===== config.mk =====
export PLATFORM = sky130hd
export DESIGN_NAME = fpen_encode_normalize
export DESIGN_NICKNAME = d
export VERILOG_FILES = /design/src/common/fpen_pkg.sv /design/src/verilog/fpen_classify.sv /design/src/verilog/fpen_encode_normalize.sv
export VERILOG_INCLUDE_DIRS = /design/src /design/src/common
export SDC_FILE = /design/constraint.sdc
export NUM_CORES = 1
export LEC_CHECK = 0
export ABC_AREA = 1
export BUFFER_PORTS_ARGS = -buffer_cell sky130_fd_sc_hd__clkbuf_2
export CORE_ASPECT_RATIO = 0.7
export CORE_MARGIN = 10
export CORE_UTILIZATION = 25
export DETAILED_ROUTE_END_ITERATION = 6
export PLACE_DENSITY = 0.51
export RECOVER_POWER = 100
export SYNTH_ARGS = -nofsm -noshare
export SYNTH_HDL_FRONTEND = slang
export SYNTH_SLANG_ARGS = --single-unit

===== constraint.sdc =====
create_clock -name CLK -period 2.9 [get_ports CLK]
set_input_delay 0.29 -clock CLK [delete_from_list [all_inputs] [get_ports CLK]]
set_output_delay 0.29 -clock CLK [all_outputs]
set_load 0.01 [all_outputs]

===== src/common/fpen_defs.svh =====
// constants for the single-precision encode and normalize datapath
`ifndef FPEN_DEFS_SVH
`define FPEN_DEFS_SVH
`define FPEN_SIGN_BIT 31
`define FPEN_EXP_HI 30
`define FPEN_EXP_LO 23
`define FPEN_FRAC_HI 22
`define FPEN_FRAC_LO 0
`define FPEN_EXP_W 8
`define FPEN_FRAC_W 23
`define FPEN_SIG_W 24
`define FPEN_BIAS 10'sh07f
`define FPEN_EXP_MAX 8'hff
`define FPEN_EXP_NORM_MAX 8'hfe
`define FPEN_TRUE_EXP_MIN 10'sh382
`define FPEN_TRUE_EXP_MAX 10'sh07f
`define FPEN_LAT_CYCLES 1
`endif


===== src/common/fpen_pkg.sv =====
// types for the single-precision encode and normalize datapath
package fpen_pkg;
  typedef enum logic [5:0] {
    FPEN_CLS_ZERO = 6'h01,
    FPEN_CLS_DENORM = 6'h02,
    FPEN_CLS_NORMAL = 6'h04,
    FPEN_CLS_INF = 6'h08,
    FPEN_CLS_NAN = 6'h10,
    FPEN_CLS_INDEF = 6'h20
  } fpen_class_t;
  typedef enum logic [1:0] {
    FPEN_ST_IDLE = 2'h1,
    FPEN_ST_DENORM = 2'h2
  } fpen_state_t;
endpackage


===== src/verilog/fpen_classify.sv =====
// operand field split and class decode for one single-precision word
`include "fpen_defs.svh"
module fpen_classify (
  input wire logic [31:0] word,
  output logic sign,
  output logic [7:0] exp_biased,
  output logic [23:0] significand,
  output fpen_pkg::fpen_class_t cls,
  output logic quiet
);
  import fpen_pkg::*;
  wire [22:0] frac = word[`FPEN_FRAC_HI:`FPEN_FRAC_LO];
  wire exp_zero = exp_biased == 8'h00;
  wire exp_max = exp_biased == `FPEN_EXP_MAX;
  wire frac_zero = frac == 23'h000000;
  // indefinite: negative quiet nan with only the top fraction bit set
  wire is_indef = exp_max && word[`FPEN_SIGN_BIT] && frac == 23'h400000;
  assign sign = word[`FPEN_SIGN_BIT];
  assign exp_biased = word[`FPEN_EXP_HI:`FPEN_EXP_LO];
  assign significand = {~exp_zero, frac}; // hidden integer bit
  assign quiet = exp_max && !frac_zero && frac[22];
  always_comb
  begin
    if (exp_zero && frac_zero)
      cls = FPEN_CLS_ZERO;
    else if (exp_zero)
      cls = FPEN_CLS_DENORM;
    else if (exp_max && frac_zero)
      cls = FPEN_CLS_INF;
    else if (is_indef)
      cls = FPEN_CLS_INDEF;
    else if (exp_max)
      cls = FPEN_CLS_NAN;
    else
      cls = FPEN_CLS_NORMAL;
  end
endmodule // fpen_classify


===== src/verilog/fpen_encode_normalize.sv =====
// single-precision operand classifier and result normalizer / denormalizer
// Contract
// - sign bit 0 means positive, 1 means negative.
// - significand is integer bit plus fraction; integer bit is implied.
// - stored exponent equals true exponent plus 127.
// - nonzero normalized values have integer bit one, magnitude in [1,2).
// - normalizing removes leading zeros, decrementing exponent per bit.
// - biased exponent 1..254 is normalized finite, true -126..+127.
// - biased exponent zero is denormal with integer bit zero.
// - below -126, shift right one place per step until exponent is -126.
// - if all significant bits shift out, deliver zero.
// - zero carries either sign; both zeros compare equal.
// - every encoding falls in exactly one class.
// - normalize when range allows; denormal only when impossible.
// - creating a denormal result raises underflow.
// - a denormal source operand raises denormal-operand.
// - infinity is exponent 255 with zero fraction, signed.
// - NaN is exponent 255 with nonzero fraction; fraction msb marks quiet.
`include "fpen_defs.svh"
module fpen_encode_normalize #(
  parameter int SIG_W = `FPEN_SIG_W
) (
  input wire logic CLK,
  input wire logic RST_N,
  // operand side
  input wire logic OPA_VALID,
  input wire logic [31:0] OPA_WORD,
  input wire logic [31:0] OPB_WORD,
  output logic OPA_SIGN,
  output logic [7:0] OPA_EXP,
  output logic [23:0] OPA_SIG,
  output fpen_pkg::fpen_class_t OPA_CLASS,
  output logic OPA_QUIET,
  output fpen_pkg::fpen_class_t OPB_CLASS,
  output logic OPS_EQUAL,
  output logic DENORM_OPERAND,
  // result side
  input wire logic RES_VALID,
  output logic RES_READY,
  input wire logic RES_SIGN,
  input wire logic signed [9:0] RES_EXP,
  input wire logic [SIG_W-1:0] RES_SIG,
  output logic OUT_VALID,
  output logic [31:0] OUT_WORD,
  output logic UNDERFLOW
);
  import fpen_pkg::*;

  logic rst_s1;
  logic rst_n_q;
  always_ff @(posedge CLK or negedge RST_N)
  begin
    if (!RST_N)
    begin
      rst_s1 <= 1'b0;
      rst_n_q <= 1'b0;
    end
    else
    begin
      rst_s1 <= 1'b1;
      rst_n_q <= rst_s1;
    end
  end

  // operand classification, one decoder per operand
  localparam int NUM_OPS = 2;
  wire [NUM_OPS-1:0][31:0] op_word = {OPB_WORD, OPA_WORD};
  wire [NUM_OPS-1:0] op_sign;
  wire [NUM_OPS-1:0][7:0] op_exp;
  wire [NUM_OPS-1:0][23:0] op_sig;
  wire [NUM_OPS-1:0][5:0] op_cls;
  wire [NUM_OPS-1:0] op_quiet;
  for (genvar g = 0; g < NUM_OPS; g++)
  begin : g_op
    fpen_classify u_cls (
      .word(op_word[g]),
      .sign(op_sign[g]),
      .exp_biased(op_exp[g]),
      .significand(op_sig[g]),
      .cls(op_cls[g]),
      .quiet(op_quiet[g])
    );
  end
  assign OPA_SIGN = op_sign[0];
  assign OPA_EXP = op_exp[0];
  assign OPA_SIG = op_sig[0];
  assign OPA_CLASS = fpen_class_t'(op_cls[0]);
  assign OPA_QUIET = op_quiet[0];
  assign OPB_CLASS = fpen_class_t'(op_cls[1]);
  wire both_zero = OPA_CLASS == FPEN_CLS_ZERO && OPB_CLASS == FPEN_CLS_ZERO;
  wire any_nan = OPA_CLASS inside {FPEN_CLS_NAN, FPEN_CLS_INDEF} ||
                 OPB_CLASS inside {FPEN_CLS_NAN, FPEN_CLS_INDEF};
  assign OPS_EQUAL = both_zero || (!any_nan && OPA_WORD == OPB_WORD);
  wire denorm_in = OPA_VALID &&
                   (OPA_CLASS == FPEN_CLS_DENORM || OPB_CLASS == FPEN_CLS_DENORM);

  // leading zero count of the incoming significand
  localparam int LZ_W = $clog2(SIG_W + 1);
  logic [LZ_W-1:0] lz;
  always_comb
  begin
    lz = LZ_W'(SIG_W);
    for (int i = 0; i < SIG_W; i++)
      if (RES_SIG[i])
        lz = LZ_W'(SIG_W - 1 - i);
  end
  wire sig_zero = RES_SIG == '0;
  wire signed [10:0] norm_exp = 11'(RES_EXP) - 11'(lz);
  wire [SIG_W-1:0] norm_sig = RES_SIG << lz;
  wire signed [10:0] exp_min = 11'(`FPEN_TRUE_EXP_MIN);
  wire tiny = norm_exp < exp_min;
  wire [7:0] norm_biased = 8'(norm_exp + 11'(`FPEN_BIAS));

  // gradual underflow sequencer
  fpen_state_t state;
  fpen_state_t next_state;
  logic signed [10:0] dn_exp;
  logic [SIG_W-1:0] dn_sig;
  logic dn_sign;
  assign RES_READY = state == FPEN_ST_IDLE;
  wire take = RES_VALID && RES_READY;
  wire dn_done = dn_exp >= exp_min || dn_sig == '0;
  always_comb
  begin
    case (state)
      FPEN_ST_IDLE: next_state = (take && !sig_zero && tiny) ? FPEN_ST_DENORM : FPEN_ST_IDLE;
      FPEN_ST_DENORM: next_state = dn_done ? FPEN_ST_IDLE : FPEN_ST_DENORM;
      default: next_state = FPEN_ST_IDLE;
    endcase
  end
  wire [22:0] dn_frac = dn_sig[SIG_W-2 -: 23];
  wire [31:0] dn_word = {dn_sign, 8'h00, dn_frac};
  wire [31:0] nrm_word = sig_zero ? {RES_SIGN, 31'h0} :
                         {RES_SIGN, norm_biased, norm_sig[SIG_W-2 -: 23]};
  wire dn_fin = state == FPEN_ST_DENORM && dn_done;
  // named selects keep the register processes down to plain loads
  wire take_nrm = take && (sig_zero || !tiny);
  wire dn_step = state == FPEN_ST_DENORM && !dn_done;
  wire ufl_evt = dn_fin && dn_sig != '0;
  wire next_out_valid = take_nrm || dn_fin;
  wire [31:0] next_out_word = take_nrm ? nrm_word : dn_word;

  always_ff @(posedge CLK or negedge rst_n_q)
  begin
    if (!rst_n_q)
      state <= FPEN_ST_IDLE;
    else
      state <= next_state;
  end

  // working copy that the denormalizing steps shift
  always_ff @(posedge CLK or negedge rst_n_q)
  begin
    if (!rst_n_q)
    begin
      dn_exp <= 11'sh000;
      dn_sig <= '0;
      dn_sign <= 1'b0;
    end
    else if (take)
    begin
      dn_exp <= norm_exp;
      dn_sig <= norm_sig;
      dn_sign <= RES_SIGN;
    end
    else if (dn_step)
    begin
      dn_exp <= dn_exp + 11'sh001;
      dn_sig <= dn_sig >> 1;
    end
  end

  // encoded result holds until the next one
  always_ff @(posedge CLK or negedge rst_n_q)
  begin
    if (!rst_n_q)
    begin
      OUT_VALID <= 1'b0;
      OUT_WORD <= 32'h0;
    end
    else
    begin
      OUT_VALID <= next_out_valid;
      if (next_out_valid)
        OUT_WORD <= next_out_word;
    end
  end

  // underflow pulses for one cycle; denormal operand follows denorm_in one cycle later
  always_ff @(posedge CLK or negedge rst_n_q)
  begin
    if (!rst_n_q)
    begin
      UNDERFLOW <= 1'b0;
      DENORM_OPERAND <= 1'b0;
    end
    else
    begin
      UNDERFLOW <= ufl_evt;
      DENORM_OPERAND <= denorm_in;
    end
  end

  AST_NORM_LEAD: assert property (@(posedge CLK) disable iff (!rst_n_q)
    take && !sig_zero && !tiny |=> OUT_VALID && OUT_WORD[30:23] != 8'h00)
    else $error("normalized result lost its exponent");
  AST_EXP_RANGE: assert property (@(posedge CLK) disable iff (!rst_n_q)
    OUT_VALID |-> OUT_WORD[30:23] != 8'hff)
    else $error("result exponent left the finite range");
  AST_DN_EXP: assert property (@(posedge CLK) disable iff (!rst_n_q)
    state == FPEN_ST_DENORM && !dn_done |=> dn_exp == $past(dn_exp) + 11'sh001)
    else $error("denormal step did not advance exponent");
  AST_DN_END: assert property (@(posedge CLK) disable iff (!rst_n_q)
    take && !sig_zero && tiny |-> ##[1:30] OUT_VALID)
    else $error("denormalization did not finish");
  AST_FLUSH: assert property (@(posedge CLK) disable iff (!rst_n_q)
    dn_fin && dn_sig == '0 |=> OUT_WORD[30:0] == 31'h0 && !UNDERFLOW)
    else $error("fully shifted result not zero");
  AST_UFL: assert property (@(posedge CLK) disable iff (!rst_n_q)
    UNDERFLOW |-> OUT_VALID && OUT_WORD[30:23] == 8'h00 && OUT_WORD[22:0] != 23'h0)
    else $error("underflow without denormal result");
  AST_DOP: assert property (@(posedge CLK) disable iff (!rst_n_q)
    OPA_VALID && OPA_CLASS == FPEN_CLS_DENORM |=> DENORM_OPERAND)
    else $error("denormal operand not flagged");
  AST_PULSE: assert property (@(posedge CLK) disable iff (!rst_n_q)
    UNDERFLOW |=> !UNDERFLOW)
    else $error("underflow longer than one cycle");
  AST_ZERO_EQ: assert property (@(posedge CLK) disable iff (!rst_n_q)
    OPA_WORD[30:0] == 31'h0 && OPB_WORD[30:0] == 31'h0 |-> OPS_EQUAL)
    else $error("signed zeros compared unequal");
  AST_ONEHOT: assert property (@(posedge CLK) disable iff (!rst_n_q)
    $onehot(OPA_CLASS))
    else $error("operand class not unique");

  // operand side checks
  AST_HIDDEN: assert property (@(posedge CLK) disable iff (!rst_n_q)
    OPA_SIG[23] == (OPA_EXP != 8'h00) && op_sig[1][23] == (op_exp[1] != 8'h00))
    else $error("implied integer bit wrong");
  AST_B_FIELDS: assert property (@(posedge CLK) disable iff (!rst_n_q)
    {op_sign[1], op_exp[1], op_sig[1][22:0]} == OPB_WORD)
    else $error("second operand fields misplaced");
  AST_QUIET_A: assert property (@(posedge CLK) disable iff (!rst_n_q)
    OPA_QUIET |-> OPA_CLASS inside {FPEN_CLS_NAN, FPEN_CLS_INDEF})
    else $error("quiet flag on a number");
  AST_QUIET_B: assert property (@(posedge CLK) disable iff (!rst_n_q)
    op_quiet[1] |-> OPB_CLASS inside {FPEN_CLS_NAN, FPEN_CLS_INDEF})
    else $error("quiet flag on a number");
  AST_NORM_RANGE: assert property (@(posedge CLK) disable iff (!rst_n_q)
    OPA_CLASS == FPEN_CLS_NORMAL |-> OPA_EXP != 8'h00 && OPA_EXP != 8'hff)
    else $error("normal class outside the finite exponent range");
  AST_DENORM_CLS: assert property (@(posedge CLK) disable iff (!rst_n_q)
    OPA_EXP == 8'h00 && OPA_SIG[22:0] != 23'h0 |-> OPA_CLASS == FPEN_CLS_DENORM)
    else $error("denormal operand misclassified");
  AST_INF_CLS: assert property (@(posedge CLK) disable iff (!rst_n_q)
    OPA_EXP == 8'hff && OPA_SIG[22:0] == 23'h0 |-> OPA_CLASS == FPEN_CLS_INF)
    else $error("infinity misclassified");
  AST_NAN_CLS: assert property (@(posedge CLK) disable iff (!rst_n_q)
    OPA_EXP == 8'hff && OPA_SIG[22:0] != 23'h0 |-> OPA_CLASS inside {FPEN_CLS_NAN, FPEN_CLS_INDEF})
    else $error("nan misclassified");
  AST_ONEHOT_B: assert property (@(posedge CLK) disable iff (!rst_n_q)
    $onehot(OPB_CLASS))
    else $error("second operand class not unique");
  AST_DOP_B: assert property (@(posedge CLK) disable iff (!rst_n_q)
    OPA_VALID && OPB_CLASS == FPEN_CLS_DENORM |=> DENORM_OPERAND)
    else $error("denormal second operand not flagged");
  AST_DOP_NONE: assert property (@(posedge CLK) disable iff (!rst_n_q)
    OPA_VALID && OPA_CLASS != FPEN_CLS_DENORM && OPB_CLASS != FPEN_CLS_DENORM |=> !DENORM_OPERAND)
    else $error("denormal operand flagged without a denormal");
  AST_DOP_IDLE: assert property (@(posedge CLK) disable iff (!rst_n_q)
    !OPA_VALID |=> !DENORM_OPERAND)
    else $error("denormal operand flagged with no computation");

  // result side checks
  AST_READY_LOW: assert property (@(posedge CLK) disable iff (!rst_n_q)
    state == FPEN_ST_DENORM |-> !RES_READY)
    else $error("result accepted while denormalizing");
  AST_DN_MIN: assert property (@(posedge CLK) disable iff (!rst_n_q)
    dn_fin && dn_sig != '0 |-> dn_exp == exp_min)
    else $error("denormal delivered away from the minimum exponent");
  AST_DN_SHIFT: assert property (@(posedge CLK) disable iff (!rst_n_q)
    dn_step |=> dn_sig == $past(dn_sig) >> 1)
    else $error("denormal step did not shift by one");
  AST_NRM_SIGN: assert property (@(posedge CLK) disable iff (!rst_n_q)
    take_nrm |=> OUT_WORD[31] == $past(RES_SIGN))
    else $error("normalized result lost its sign");
  AST_DN_SIGN: assert property (@(posedge CLK) disable iff (!rst_n_q)
    dn_fin |=> OUT_WORD[31] == $past(dn_sign))
    else $error("denormal result lost its sign");
  AST_ZERO_RES: assert property (@(posedge CLK) disable iff (!rst_n_q)
    take && sig_zero |=> OUT_VALID && OUT_WORD[30:0] == 31'h0 && !UNDERFLOW)
    else $error("zero significand not delivered as signed zero");
  AST_NO_DN_NRM: assert property (@(posedge CLK) disable iff (!rst_n_q)
    take && !sig_zero && !tiny |=> state == FPEN_ST_IDLE)
    else $error("denormalized a result that could be normalized");
  AST_STATE_OH: assert property (@(posedge CLK) disable iff (!rst_n_q)
    $onehot(state))
    else $error("sequencer state not one-hot");
  AST_OUT_HOLD: assert property (@(posedge CLK) disable iff (!rst_n_q)
    !take_nrm && !dn_fin |=> $stable(OUT_WORD))
    else $error("result word changed with no result");
  AST_UFL_SRC: assert property (@(posedge CLK) disable iff (!rst_n_q)
    UNDERFLOW |-> $past(state) == FPEN_ST_DENORM)
    else $error("underflow without a denormalizing pass");
endmodule // fpen_encode_normalize


# --- Word level (Yosys, flattened, before mapping) ---
# Cells that the tools add are included.
op_classes:
  n_shift: 1
  n_mux: 43
  n_addsub: 3
  n_reduce_logical: 41
  n_bitwise: 1
  order_cmp: 2
  eq_ne: 15
ops:
  columns: ["cell", "n"]
  rows:
  - ["$mux 5", 25]
  - ["$logic_not 24->1", 2]
  - ["$mux 24", 2]
  - ["$mux 6", 8]
  - ["$eq 23x23->1 const B", 2]
  - ["$logic_not 23->1", 2]
  - ["$eq 32x32->1", 1]
  - ["$mux 32", 1]
  - ["$mux 31", 1]
  - ["$reduce_bool 24->1", 1]
  - ["$shl 24x5->24", 1]
  - ["$mux 11", 2]
  - ["$logic_and 1x1->1", 20]
  - ["$eq 8x8->1 const B", 2]
  - ["$logic_not 8->1", 2]
  - ["$eq 6x1->1 const B", 2]
  - ["$eq 6x2->1 const B", 2]
  - ["$eq 6x5->1 const B", 2]
  - ["$eq 6x6->1 const B", 2]
  - ["$add 11x2->11 const B", 1]
  - ["$ge 11x8->1 const B", 1]
  - ["$lt 11x8->1 const B", 1]
  - ["$sub 10x6->11", 1]
  - ["$add 8x8->8 const B", 1]
  - ["other kinds (9)", 21]
word_totals:
  register_bits: 75
  word_cells: 116

# --- Logic depth before layout (Yosys ltp) ---
# Gate-level depths: netlist (run 1).
logic_depth:
  word_depth: 30
  depth_mapped: 43
  mapped_depth_nobuf: 41

# --- By module ---
# A second synthesis (run 1) with hierarchy kept.
unflattened:
  cells_unflattened: 1065
  area_unflattened_um2: 7015.5
by_module_without_submodules:
  columns: ["mod", "area_each_um2", "seq_area_each_um2", "cells_each", "instances"]
  rows:
  - ["fpen_encode_normalize", 5836.8, 1878.1, 835, 1]
  - ["fpen_classify", 589.3, 0.0, 115, 2]

# --- Least setup slack after synthesis (run 1) ---
# No wires, ideal clock.
synth_timing:
  path_type: "input to register"
  startpoint: "input port RES_SIG[1]"
  endpoint: "register OUT_WORD[12]"
  path_slack_ns: -1.046
  arrival_ns: 3.826
  n_path_buf: 2
  path_stages: 42
  setup_ns: 0.120
  path_cell_list: "inv_1 > nand2_1 > nand2_1 > nand2_1 > nand2_1 > nand2_1 > nand2_1 > nand2_1 > nand2_1 > nand2_1 > nand2_1 > nand2_1 > nand2_1 > nand2_1 > nand2_1 > nand2_1 > nand2_1 > nand2_1 > (+6 left out) > ha_1 > fa_1 > o31ai_1 > nand2_1 > nand2_1 > inv_2 > or2_1 > clkinv_1 > nand4_1 > o2111ai_1 > nand3_1 > inv_2 > nor2_2 > inv_1 > clkbuf_1 > o21ai_0 > o21ai_1 > nand2_1"
synth_between:
  elab_chain_len: 29
  elab_cells_between_ends: 33
  classes_between: "add/sub: 1; order compare: 1; shift: 1; mux: 25; reduce/logical: 5"
synth_lines:
  columns: ["element", "line", "source"]
  rows:
  - ["start: declaration", "fpen_encode_normalize.sv:42", "input wire logic [SIG_W-1:0] RES_SIG,"]
  - ["$mux 5 (23 in series)", "fpen_encode_normalize.sv:104", "if (RES_SIG[i])"]
  - ["$sub 10x6->11", "fpen_encode_normalize.sv:108", "wire signed [10:0] norm_exp = 11'(RES_EXP) - 11'(lz);"]
  - ["$lt 11x8->1", "fpen_encode_normalize.sv:111", "wire tiny = norm_exp < exp_min;"]
  - ["$logic_not 1->1", "fpen_encode_normalize.sv:137", "wire take_nrm = take && (sig_zero || !tiny);"]
  - ["$logic_or 1x1->1", "fpen_encode_normalize.sv:137", null]
  - ["$logic_and 1x1->1", "fpen_encode_normalize.sv:137", null]
  - ["$mux 32 or $logic_or 1x1->1 (tied branches)", "fpen_encode_normalize.sv:141, fpen_encode_normalize.sv:140", null]
  - ["end signal: assignment", "fpen_encode_normalize.sv:185", "OUT_WORD <= next_out_word;"]
  - ["end: declaration", "fpen_encode_normalize.sv:44", "output logic [31:0] OUT_WORD,"]
# Several ways; a longest one is shown, not always the timed one.
# A chain may end at the register's enable or synchronous reset.

# --- Worst setup path in the final report (run 1) ---
layout_timing:
  startpoint: "input port RES_SIG[1]"
  endpoint: "register OUT_WORD[1]"
# Same word-level chain as after synthesis.

==> impl_metrics.json, run 1 <==
{
  "run_status": "finished with violations",
  "violations": "capacitance limit, slew limit, setup timing",
  "drt_drc_violations_left": 0,
  "swShare_pct": 41.09,
  "reg2reg_from": "dn_exp[0]",
  "met2_usage_pct": 22.61,
  "synthFlopType": "dfrtp_1",
  "die_area_um2": 32100,
  "reg2reg_to": "dn_exp[8]",
  "finalCriticalPeriod_ps": 3766,
  "io_pins": 186,
  "finalMaxSlewViolations": 103,
  "cp_data_arrival_time_ps": 3990,
  "place_congestion": 0.8931,
  "vias_per_cell": 4.775,
  "hold_violations": 0,
  "cp-end-kind": "register",
  "pre_cts_ws_ps": -1302,
  "dr.pass1.iters": 5,
  "max-slew-margin-rel_pct": -10.12,
  "use_met1_pct": 22.25,
  "syn_area_per_cell_um2": 6.757,
  "fin_tns_setup_ps": -27730,
  "netSwitchingPower_uw": 2348,
  "rsz0062_at_grt": "true",
  "power_uw": 5713,
  "use_met3_pct": 3.787,
  "die_h_um": 152.9,
  "p_leak_uw": 0.004155,
  "stdcell_area_um2": 8662,
  "p_comb_share_pct": 43.4,
  "grt.overflow.total": 0,
  "synth-edff-count": 0,
  "layout_commonest_cell": "nand2_1",
  "grt_pass1_wl_um": 40010,
  "r2r.worst_path.cells": 10,
  "die_w_um": 209.9,
  "drtIter0Drc": 531,
  "ys_ff_latch": 75,
  "r2r_slack_ps": 10,
  "start_util_pct": 25.51,
  "crit_fanout": 6,
  "num_vias": 7206,
  "wl_um": 25220,
  "hp-class": "input pin to register",
  "slowest_stage": "fa_2",
  "fin_skew_ps": 7.468,
  "yosysWarnings": 0,
  "start_kind": "input pin",
  "seq_area_frac_synth_pct": 29.76,
  "crit_path_frequent_cell": "nand2_1",
  "p_per_area_nw_per_um2": 659.5,
  "syn_inst": 934,
  "ys_async_sr_fraction_pct": 100.0,
  "p_int_uw": 3365,
  "synth_fp_nets": 1048,
  "syn-cell-area_um2": 6311,
  "rows": 48,
  "critPathKind": "input pin to register",
  "crit_required_ps": 3130,
  "cp-startpoint": "RES_SIG[1]",
  "fin_crit_sh_pct": 129.8,
  "io_buffers": 185,
  "dpl-instance-area_um2": 8051,
  "grt_use_total_pct": 15.22,
  "max-cap-violations": 2,
  "insertion_delay_ps": 350,
  "clkSinkCount": 75,
  "layout-drive-gt1-share_pct": 26.80,
  "cts_root_buf": "clkbuf_16",
  "path_clk_slew_ps": 60,
  "ir_worst_vdd_uv": 368.7,
  "final_nets": 1293,
  "cp_slowest_stage_delay_ps": 410,
  "antenna_left": 0,
  "pwr-share-seq_pct": 33.7,
  "cts_made_buffers": 9,
  "fillCellCount": 2730,
  "post_drt_wl_per_cell_um": 16.71,
  "grt_max_degree": 74,
  "worst_slew_pin_slew_ps": 1652,
  "top_usage_layer": "met2",
  "core_um2": 24740,
  "fmax_mhz": 265.6,
  "setup_violations": 37,
  "ys_types": 54,
  "setup_ws_ps": -865.5,
  "cts_max_path_buffers": 2,
  "syn2layout_area_growth_pct": 37.25,
  "htree_levels": 3,
  "cts_tree": "built",
  "dp_hpwl_um": 20130,
  "first_global_vias": 7209,
  "antenna_found_initial": 1,
  "p_clk_share_pct": 22.9,
  "final_cell_mix": "nand2_1 (218), nand3_1 (141), buf_4 (101), clkbuf_2 (100), inv_1 (94)",
  "crit_end": "OUT_WORD[1]"
}
==> flip-flops by register name (all words and copies together) (netlist names) <==
signal	flops
dn_sig	24
state	2
DENORM_OPERAND	1
rst_s1	1
dn_sign	1
rst_n_q	1
OUT_WORD	32
OUT_VALID	1
UNDERFLOW	1
dn_exp	11
==> critical path: cells and delay by family <==
family,cells,cell delay [ps]
and+or+nand+nor,30,2080
AOI/OAI and AO/OA,3,480
adders and majority gates,2,570
buffers and inverters,7,570
==> synthesized netlist by cell type, drive strengths merged, types with 2 or more instances <==
cell     number  area [um^2]
inv         101        379.1
dfrtp        74         1852
nor2         56        225.2
clkinv        4        15.01
nand3       145        730.7
buf          49        367.8
a22oi         7        52.55
o2111ai       2        17.52
nand2       247        978.4
o211ai        6        45.04
xnor2        30        262.8
o22ai         4        25.02
o31ai         2        20.02
a31oi         3        18.77
a21boi        2        18.77
nor4         23        143.9
xor2         12        105.1
or2           3        18.77
nor3         10        50.05
o21ai        50        257.8
ha           10        125.1
o221ai       13        113.9
nand4        21        131.4
a21oi        28        147.6
or4           4        30.03
clkbuf       18        67.56
==> worst min path at each step <==
stage / startpoint / to / cells past startpoint
global route: OPA_VALID / DENORM_OPERAND / 2
finish: OPA_VALID / DENORM_OPERAND / 2
detailed placement: RST_N / rst_s1 / 1
global placement: RST_N / rst_n_q / 1
CTS: OPA_VALID / DENORM_OPERAND / 2
floorplan: RST_N / rst_n_q / 0
==> layout make-up <==
class,instances,area (um^2),area share [%]
Clock buffer,9,225.2,2.600
Clock inverter,6,112.6,1.300
Multi-Input combinational cell,687,3864,44.60
Inverter,105,410.4,4.738
Sequential cell,75,1879,21.70
Timing Repair Buffer,300,1757,20.28
Tap cell,325,406.6,4.694
Timing Repair inverter,1,5.005,0.05778
Antenna cell,1,2.502,0.02889
==> cell families (layout without fill, tap and decap cells) <==
| family | Yosys count | in the layout | synth area share, % |
|---|---|---|---|
| XOR/XNOR | 42 | 42 | 5.829 |
| multiplexers | 1 | 1 | 0.1784 |
| buffers and inverters | 172 | 421 | 13.14 |
| AO/OA/AOI/OAI | 122 | 122 | 12.05 |
| adder cells (fa/ha/maj) | 11 | 11 | 2.300 |
| other | 1 | 2 | 0.05942 |
| flip-flops | 75 | 75 | 29.76 |
| AND/OR/NAND/NOR | 510 | 510 | 36.68 |
==> power groups by stage <==
stage               clock, uW  sequential, uW  combinational, uW
floorplan                   0            1930               1370
global placement            0            1920               2330
detailed placement          0            1920               2360
CTS                      1330            1920               2450
global route             1400            1990               2790
finish                   1310            1920               2480
==> through the flow <==
step,std cells,hold slack [ps],utilization (%)
3_5_place_dp,1477,79.13,32.54
3_3_place_gp,1477,77.35,32.54
6_report,1509,170.2,35.01
2_1_floorplan,934,-5.591,-
5_1_grt,1508,177.6,35.00
4_1_cts,1504,166.7,34.67
==> layer usage <==
metal  wire [um]  up-vias
met5           0        -
met2       10830      207
met4         100        0
li1            -     3609
met3        1482        9
met1       12800     3381
==> repair_timing <==
action,CTS,global route
buffers inserted,11,7
cloned,0,1
pin swaps,8,10
hold buffers,1,0
endpoints found under the setup margin,48,59
gates resized for setup,26,50
endpoints found under the hold margin,2,0
(Power assumes the default switching activity.)
==> run 2, diff against run 1 <==
BUFFER_PORTS_ARGS = default   (was -buffer_cell sky130_fd_sc_hd__clkbuf_2)
DONT_BUFFER_PORTS = 1   (was default)
GPL_ROUTABILITY_DRIVEN = 0   (was default)
PLACE_DENSITY = 0.44   (was 0.51)
==> impl_metrics.json, run 2 (synthesized netlist as in run 1, its figures left out) <==
{
  "hold_violations": 0,
  "fmax_mhz": 283.8,
  "reg2reg_from": "dn_sig[16]",
  "io_buffers": 0,
  "max-cap-violations": 1,
  "antenna_found_initial": 0,
  "rsz0062_at_grt": "true",
  "setup_ws_ps": -623.5,
  "cp_slowest_stage_delay_ps": 310,
  "largest_register_ffs": 32,
  "max-slew-margin-rel_pct": -11.90,
  "hold_end": "dn_sign",
  "die_h_um": 152.9,
  "p_comb_share_pct": 36.5,
  "regArea_um2": 1879,
  "setup_violations": 35,
  "antenna_left": 0,
  "fin_crit_sh_pct": 121.5,
  "finalMaxSlewViolations": 74,
  "fin_util_pct": 30.66,
  "cts_made_buffers": 9,
  "regMostFlops": "OUT_WORD",
  "finalCriticalPeriod_ps": 3523,
  "swShare_pct": 41.03,
  "r2r_slack_ps": 230,
  "layout_commonest_cell": "nand2_1",
  "dr.pass1.iters": 5,
  "reg2reg_to": "dn_exp[8]",
  "post_drt_wl_per_cell_um": 18.56,
  "dp_hpwl_um": 19190,
  "clkSinkCount": 75,
  "hold_depth": 2,
  "reg.largest.list": "OUT_WORD x32, dn_sig x24, dn_exp x11",
  "grt_use_total_pct": 14.66,
  "p_leak_uw": 0.003510,
  "first_global_vias": 6426,
  "place_inst": 1276,
  "multi_input_area_um2": 3780,
  "io_pins": 186,
  "pwr-share-seq_pct": 39.8,
  "cp_data_arrival_time_ps": 3760,
  "crit_path_frequent_cell": "nand3_1",
  "hold_ws_ps": 56.90,
  "final_nets": 1093,
  "drt_drc_violations_left": 0,
  "htree_levels": 3,
  "syn2layout_area_growth_pct": 20.22,
  "path_clk_slew_ps": 60,
  "layout.cells.non_filler": 1309,
  "fin_skew_ps": 7.789,
  "hp-start": "RES_SIGN",
  "layout-drive-gt1-share_pct": 17.99,
  "drtIter0Drc": 483,
  "slowest_stage": "ha_1",
  "cts_max_path_buffers": 2,
  "dpl-instance-area_um2": 7018,
  "cts_tree": "built",
  "critPathKind": "input pin to register",
  "crit_fanout": 7,
  "p_int_uw": 3092,
  "p_per_area_nw_per_um2": 691.0,
  "fillCellCount": 2714,
  "num_antenna_cells": 0,
  "rows": 48,
  "grt.overflow.total": 0,
  "p_clk_share_pct": 23.7,
  "insertion_delay_ps": 350,
  "start_util_pct": 25.51,
  "r2r.worst_path.cells": 9,
  "grt_pass1_wl_um": 37920,
  "violations": "capacitance limit, slew limit, setup timing",
  "num_vias": 6476,
  "wl_um": 24300,
  "final_cell_mix": "nand2_1 (228), nand3_1 (140), inv_1 (94), buf_4 (85), dfrtp_1 (73)",
  "vias_per_cell": 4.947,
  "cp-end-kind": "register",
  "worst_slew_pin_slew_ps": 1678,
  "grt_max_degree": 74,
  "core_um2": 24740,
  "hp-class": "input pin to register",
  "die_w_um": 209.9,
  "ir_worst_vdd_uv": 349.8,
  "die_area_um2": 32100,
  "start_kind": "input pin",
  "netSwitchingPower_uw": 2151,
  "crit_required_ps": 3130,
  "run_status": "finished with violations",
  "stdcell_area_um2": 7587,
  "cts_root_buf": "clkbuf_16"
}
[run 2: cell count changes in the layout (fill, tap and decap cells not counted), moves of 5 or more]
cell | previous run | this run
nand2_2 | 23 | 15
clkbuf_1 | 87 | 6
o21ai_2 | 11 | 6
o21ai_1 | 23 | 30
buf_4 | 101 | 85
clkbuf_2 | 100 | 3
nand2_1 | 218 | 228
[run 2: metal layers]
metal	track usage [%]	wire length [um]	up-vias
li1	-	-	3189
met1	20.85	12030	3078
met2	21.25	10120	194
met3	4.947	2020	15
met4	1.845	133	0
met5	0	0	-
[run 2: what timing repair did]
action                                  CTS  global route
gates cloned                              0             1
endpoints found under the hold margin     2             0
pin swaps                                 6            11
buffers inserted                         11             4
hold buffers                              1             0
endpoints found under the setup margin   36            41
gates resized for setup                  22            23
[run 2: final cells by class]
| type | instances | area share (%) |
|---|---|---|
| multi-input combinational | 687 | 49.82 |
| clock buffer | 12 | 3.249 |
| clock inverter | 4 | 0.9894 |
| timing repair buffer | 101 | 10.42 |
| inverter | 105 | 5.392 |
| sequential | 75 | 24.77 |
| tap | 325 | 5.359 |
[run 2: critical path: cells and delay by family]
family,cells,cell delay (ps)
AO/OA/AOI/OAI,7,1080
XOR/XNOR,1,280
adder cells (fa/ha/maj),1,310
buffers and inverters,3,330
AND/OR/NAND/NOR,15,1450
[run 2: per-stage QoR]
step / power [uW] / worst slack [ps] / setup TNS [ps]
after CTS: 5241 / -662.8 / -21340
after global routing: 5653 / -980.0 / -33360
after detailed placement: 3917 / -1176 / -36850
final: 5242 / -623.5 / -20440
after floorplan: 3303 / -823.4 / -26540
after global placement: 3912 / -1143 / -36390
[run 2: how the worst max path moves through the flow]
stage	startpoint	endpoint	slack, ps	cells past startpoint
after floorplan	RES_SIG[1]	OUT_WORD[14]	-820	41
after global placement	RES_SIG[1]	OUT_WORD[8]	-1140	28
after detailed placement	RES_SIG[1]	OUT_WORD[8]	-1180	28
after CTS	RES_SIG[1]	OUT_WORD[4]	-660	41
after global routing	RES_SIG[1]	OUT_WORD[10]	-980	40
final	RES_SIG[2]	OUT_WORD[10]	-620	27
[run 2: power groups by stage]
stage                     Sequential (uW)  Combinational (uW)  Clock [uW]
after floorplan                      1930                1370           0
after global placement               2130                1790           0
after detailed placement             2120                1800           0
after CTS                            2110                1870        1260
after global routing                 2180                2160        1310
final                                2090                1910        1240
==> run 3, diff against run 2 <==
CORE_UTILIZATION = 45   (was 25)
PLACE_DENSITY = 0.66   (was 0.44)
==> impl_metrics.json, run 3 (synthesized netlist as in run 1, its figures left out) <==
{
  "run_status": "finished with violations",
  "violations": "capacitance limit, slew limit, setup timing",
  "layout-drive-gt1-share_pct": 18.62,
  "largest_register_ffs": 32,
  "cts_root_buf": "clkbuf_16",
  "post_drt_wl_per_cell_um": 18.59,
  "reg2reg_from": "state[0]",
  "num_antenna_cells": 0,
  "fillCellCount": 1397,
  "crit_required_ps": 3150,
  "antenna_found_initial": 0,
  "hp-start": "RES_SIGN",
  "cp-end-kind": "register",
  "io_buffers": 0,
  "dp_hpwl_um": 16730,
  "r2r_slack_ps": 180,
  "fin_skew_ps": 8.764,
  "clkSinkCount": 75,
  "place_inst": 1128,
  "start_util_pct": 45.64,
  "htree_levels": 3,
  "reg2reg_to": "dn_sig[8]",
  "setup_violations": 35,
  "finalCriticalPeriod_ps": 3537,
  "regArea_um2": 1879,
  "hold_depth": 2,
  "path_clk_slew_ps": 60,
  "die_w_um": 161.5,
  "hp-class": "input pin to register",
  "max-slew-margin-rel_pct": -10.58,
  "crit_fanout": 6,
  "fin_util_pct": 53.50,
  "start_kind": "input pin",
  "slowest_stage": "fa_2",
  "grt.overflow.total": 0,
  "finalMaxSlewViolations": 74,
  "crit_path_frequent_cell": "nand2_1",
  "cts_tree": "built",
  "antenna_left": 0,
  "hold_ws_ps": 67.50,
  "worst_slew_pin_slew_ps": 1659,
  "num_vias": 6605,
  "vias_per_cell": 5.684,
  "first_global_vias": 6380,
  "power_uw": 5286,
  "cts_made_buffers": 9,
  "fmax_mhz": 282.7,
  "rsz0062_at_grt": "true",
  "final_cell_mix": "nand2_1 (214), nand3_1 (141), inv_1 (93), buf_4 (75), dfrtp_1 (73)",
  "core_um2": 13830,
  "drt_drc_violations_left": 0,
  "layout_commonest_cell": "nand2_1",
  "setup_ws_ps": -637.2,
  "cp_data_arrival_time_ps": 3780,
  "multi_input_area_um2": 3809,
  "fin_crit_sh_pct": 122.0,
  "syn2layout_area_growth_pct": 17.23,
  "ir_worst_vdd_uv": 407.9,
  "insertion_delay_ps": 340,
  "r2r.worst_path.cells": 7,
  "cts_max_path_buffers": 2,
  "grt_pass1_wl_um": 34470,
  "hold_end": "dn_sign",
  "cp_slowest_stage_delay_ps": 370,
  "p_leak_uw": 0.003469,
  "drtIter0Drc": 605,
  "max-cap-violations": 1,
  "reg.largest.list": "OUT_WORD x32, dn_sig x24, dn_exp x11",
  "final_nets": 1081,
  "grt_max_degree": 74,
  "io_pins": 186,
  "die_h_um": 119.1,
  "dr.pass1.iters": 6,
  "critPathKind": "input pin to register",
  "p_per_area_nw_per_um2": 714.4,
  "die_area_um2": 19240,
  "wl_um": 21600,
  "grt_use_total_pct": 21.87,
  "rows": 36,
  "layout.cells.non_filler": 1162,
  "regMostFlops": "OUT_WORD",
  "hold_violations": 0
}
==> run 3: changes by cell type in the layout (fill, tap and decap cells not counted), sizes merged <==
cell,change
buf,-9
clkbuf,-5
clkinv,+3
clkinvlp,-1
==> run 3: how the worst max path moves through the flow <==
stage               start            to  slack, ps  depth (start not counted)
2_1_floorplan  RES_SIG[1]  OUT_WORD[14]       -820                         41
3_3_place_gp   RES_SIG[1]  OUT_WORD[12]      -1060                         39
3_5_place_dp   RES_SIG[1]  OUT_WORD[12]      -1040                         41
4_1_cts        RES_SIG[1]  OUT_WORD[27]       -570                         41
5_1_grt        RES_SIG[1]  OUT_WORD[28]       -990                         41
6_report       RES_SIG[1]  OUT_WORD[30]       -640                         41
==> run 3: power by group <==
group	leakage, uW	internal (uW)	switching (uW)
clock network	0.000153	755	445
registers	0.000905	1530	563
logic	0.00241	848	1140
==> run 3: critical path, delay by kind of cell <==
| kind | cells | cell delay [ps] |
|---|---|---|
| AO/OA/AOI/OAI | 3 | 480 |
| AND/OR/NAND/NOR | 30 | 2000 |
| adder cells (fa/ha/maj) | 2 | 540 |
| buffers and inverters | 6 | 460 |
==> run 3: layout make-up <==
class / count / share of cell area, %
Clock buffer: 10 / 3.095
Clock inverter: 6 / 1.218
Sequential cell: 75 / 25.40
Inverter: 105 / 5.564
Multi-Input combinational cell: 687 / 51.48
Tap cell: 190 / 3.213
Timing Repair Buffer: 89 / 10.03
==> run 3: metrics by stage <==
step	cell area [um^2]	TNS [ps]	setup WS, ps
3_3_place_gp	6764	-35490	-1060
3_5_place_dp	6764	-34620	-1042
2_1_floorplan	6441	-26540	-823.4
4_1_cts	7264	-18270	-572.5
6_report	7398	-20250	-637.2
5_1_grt	7398	-32960	-994.7
==> run 3: timing repair <==
action | CTS | global route
gates cloned | 2 | 1
gates resized for setup | 18 | 36
setup endpoints to repair | 35 | 39
hold endpoints to repair | 2 | 0
setup buffers | 9 | 6
hold buffers | 1 | 0
pin swaps | 9 | 9
==> run 3: routing by layer <==
| metal | global-route usage (%) | up-vias | wire length, um |
|---|---|---|---|
| met2 | 34.07 | 305 | 9647 |
| li1 | - | 3181 | - |
| met5 | 0 | - | 0 |
| met3 | 7.743 | 22 | 2338 |
| met1 | 29.12 | 3097 | 9403 |
| met4 | 3.345 | 0 | 207 |
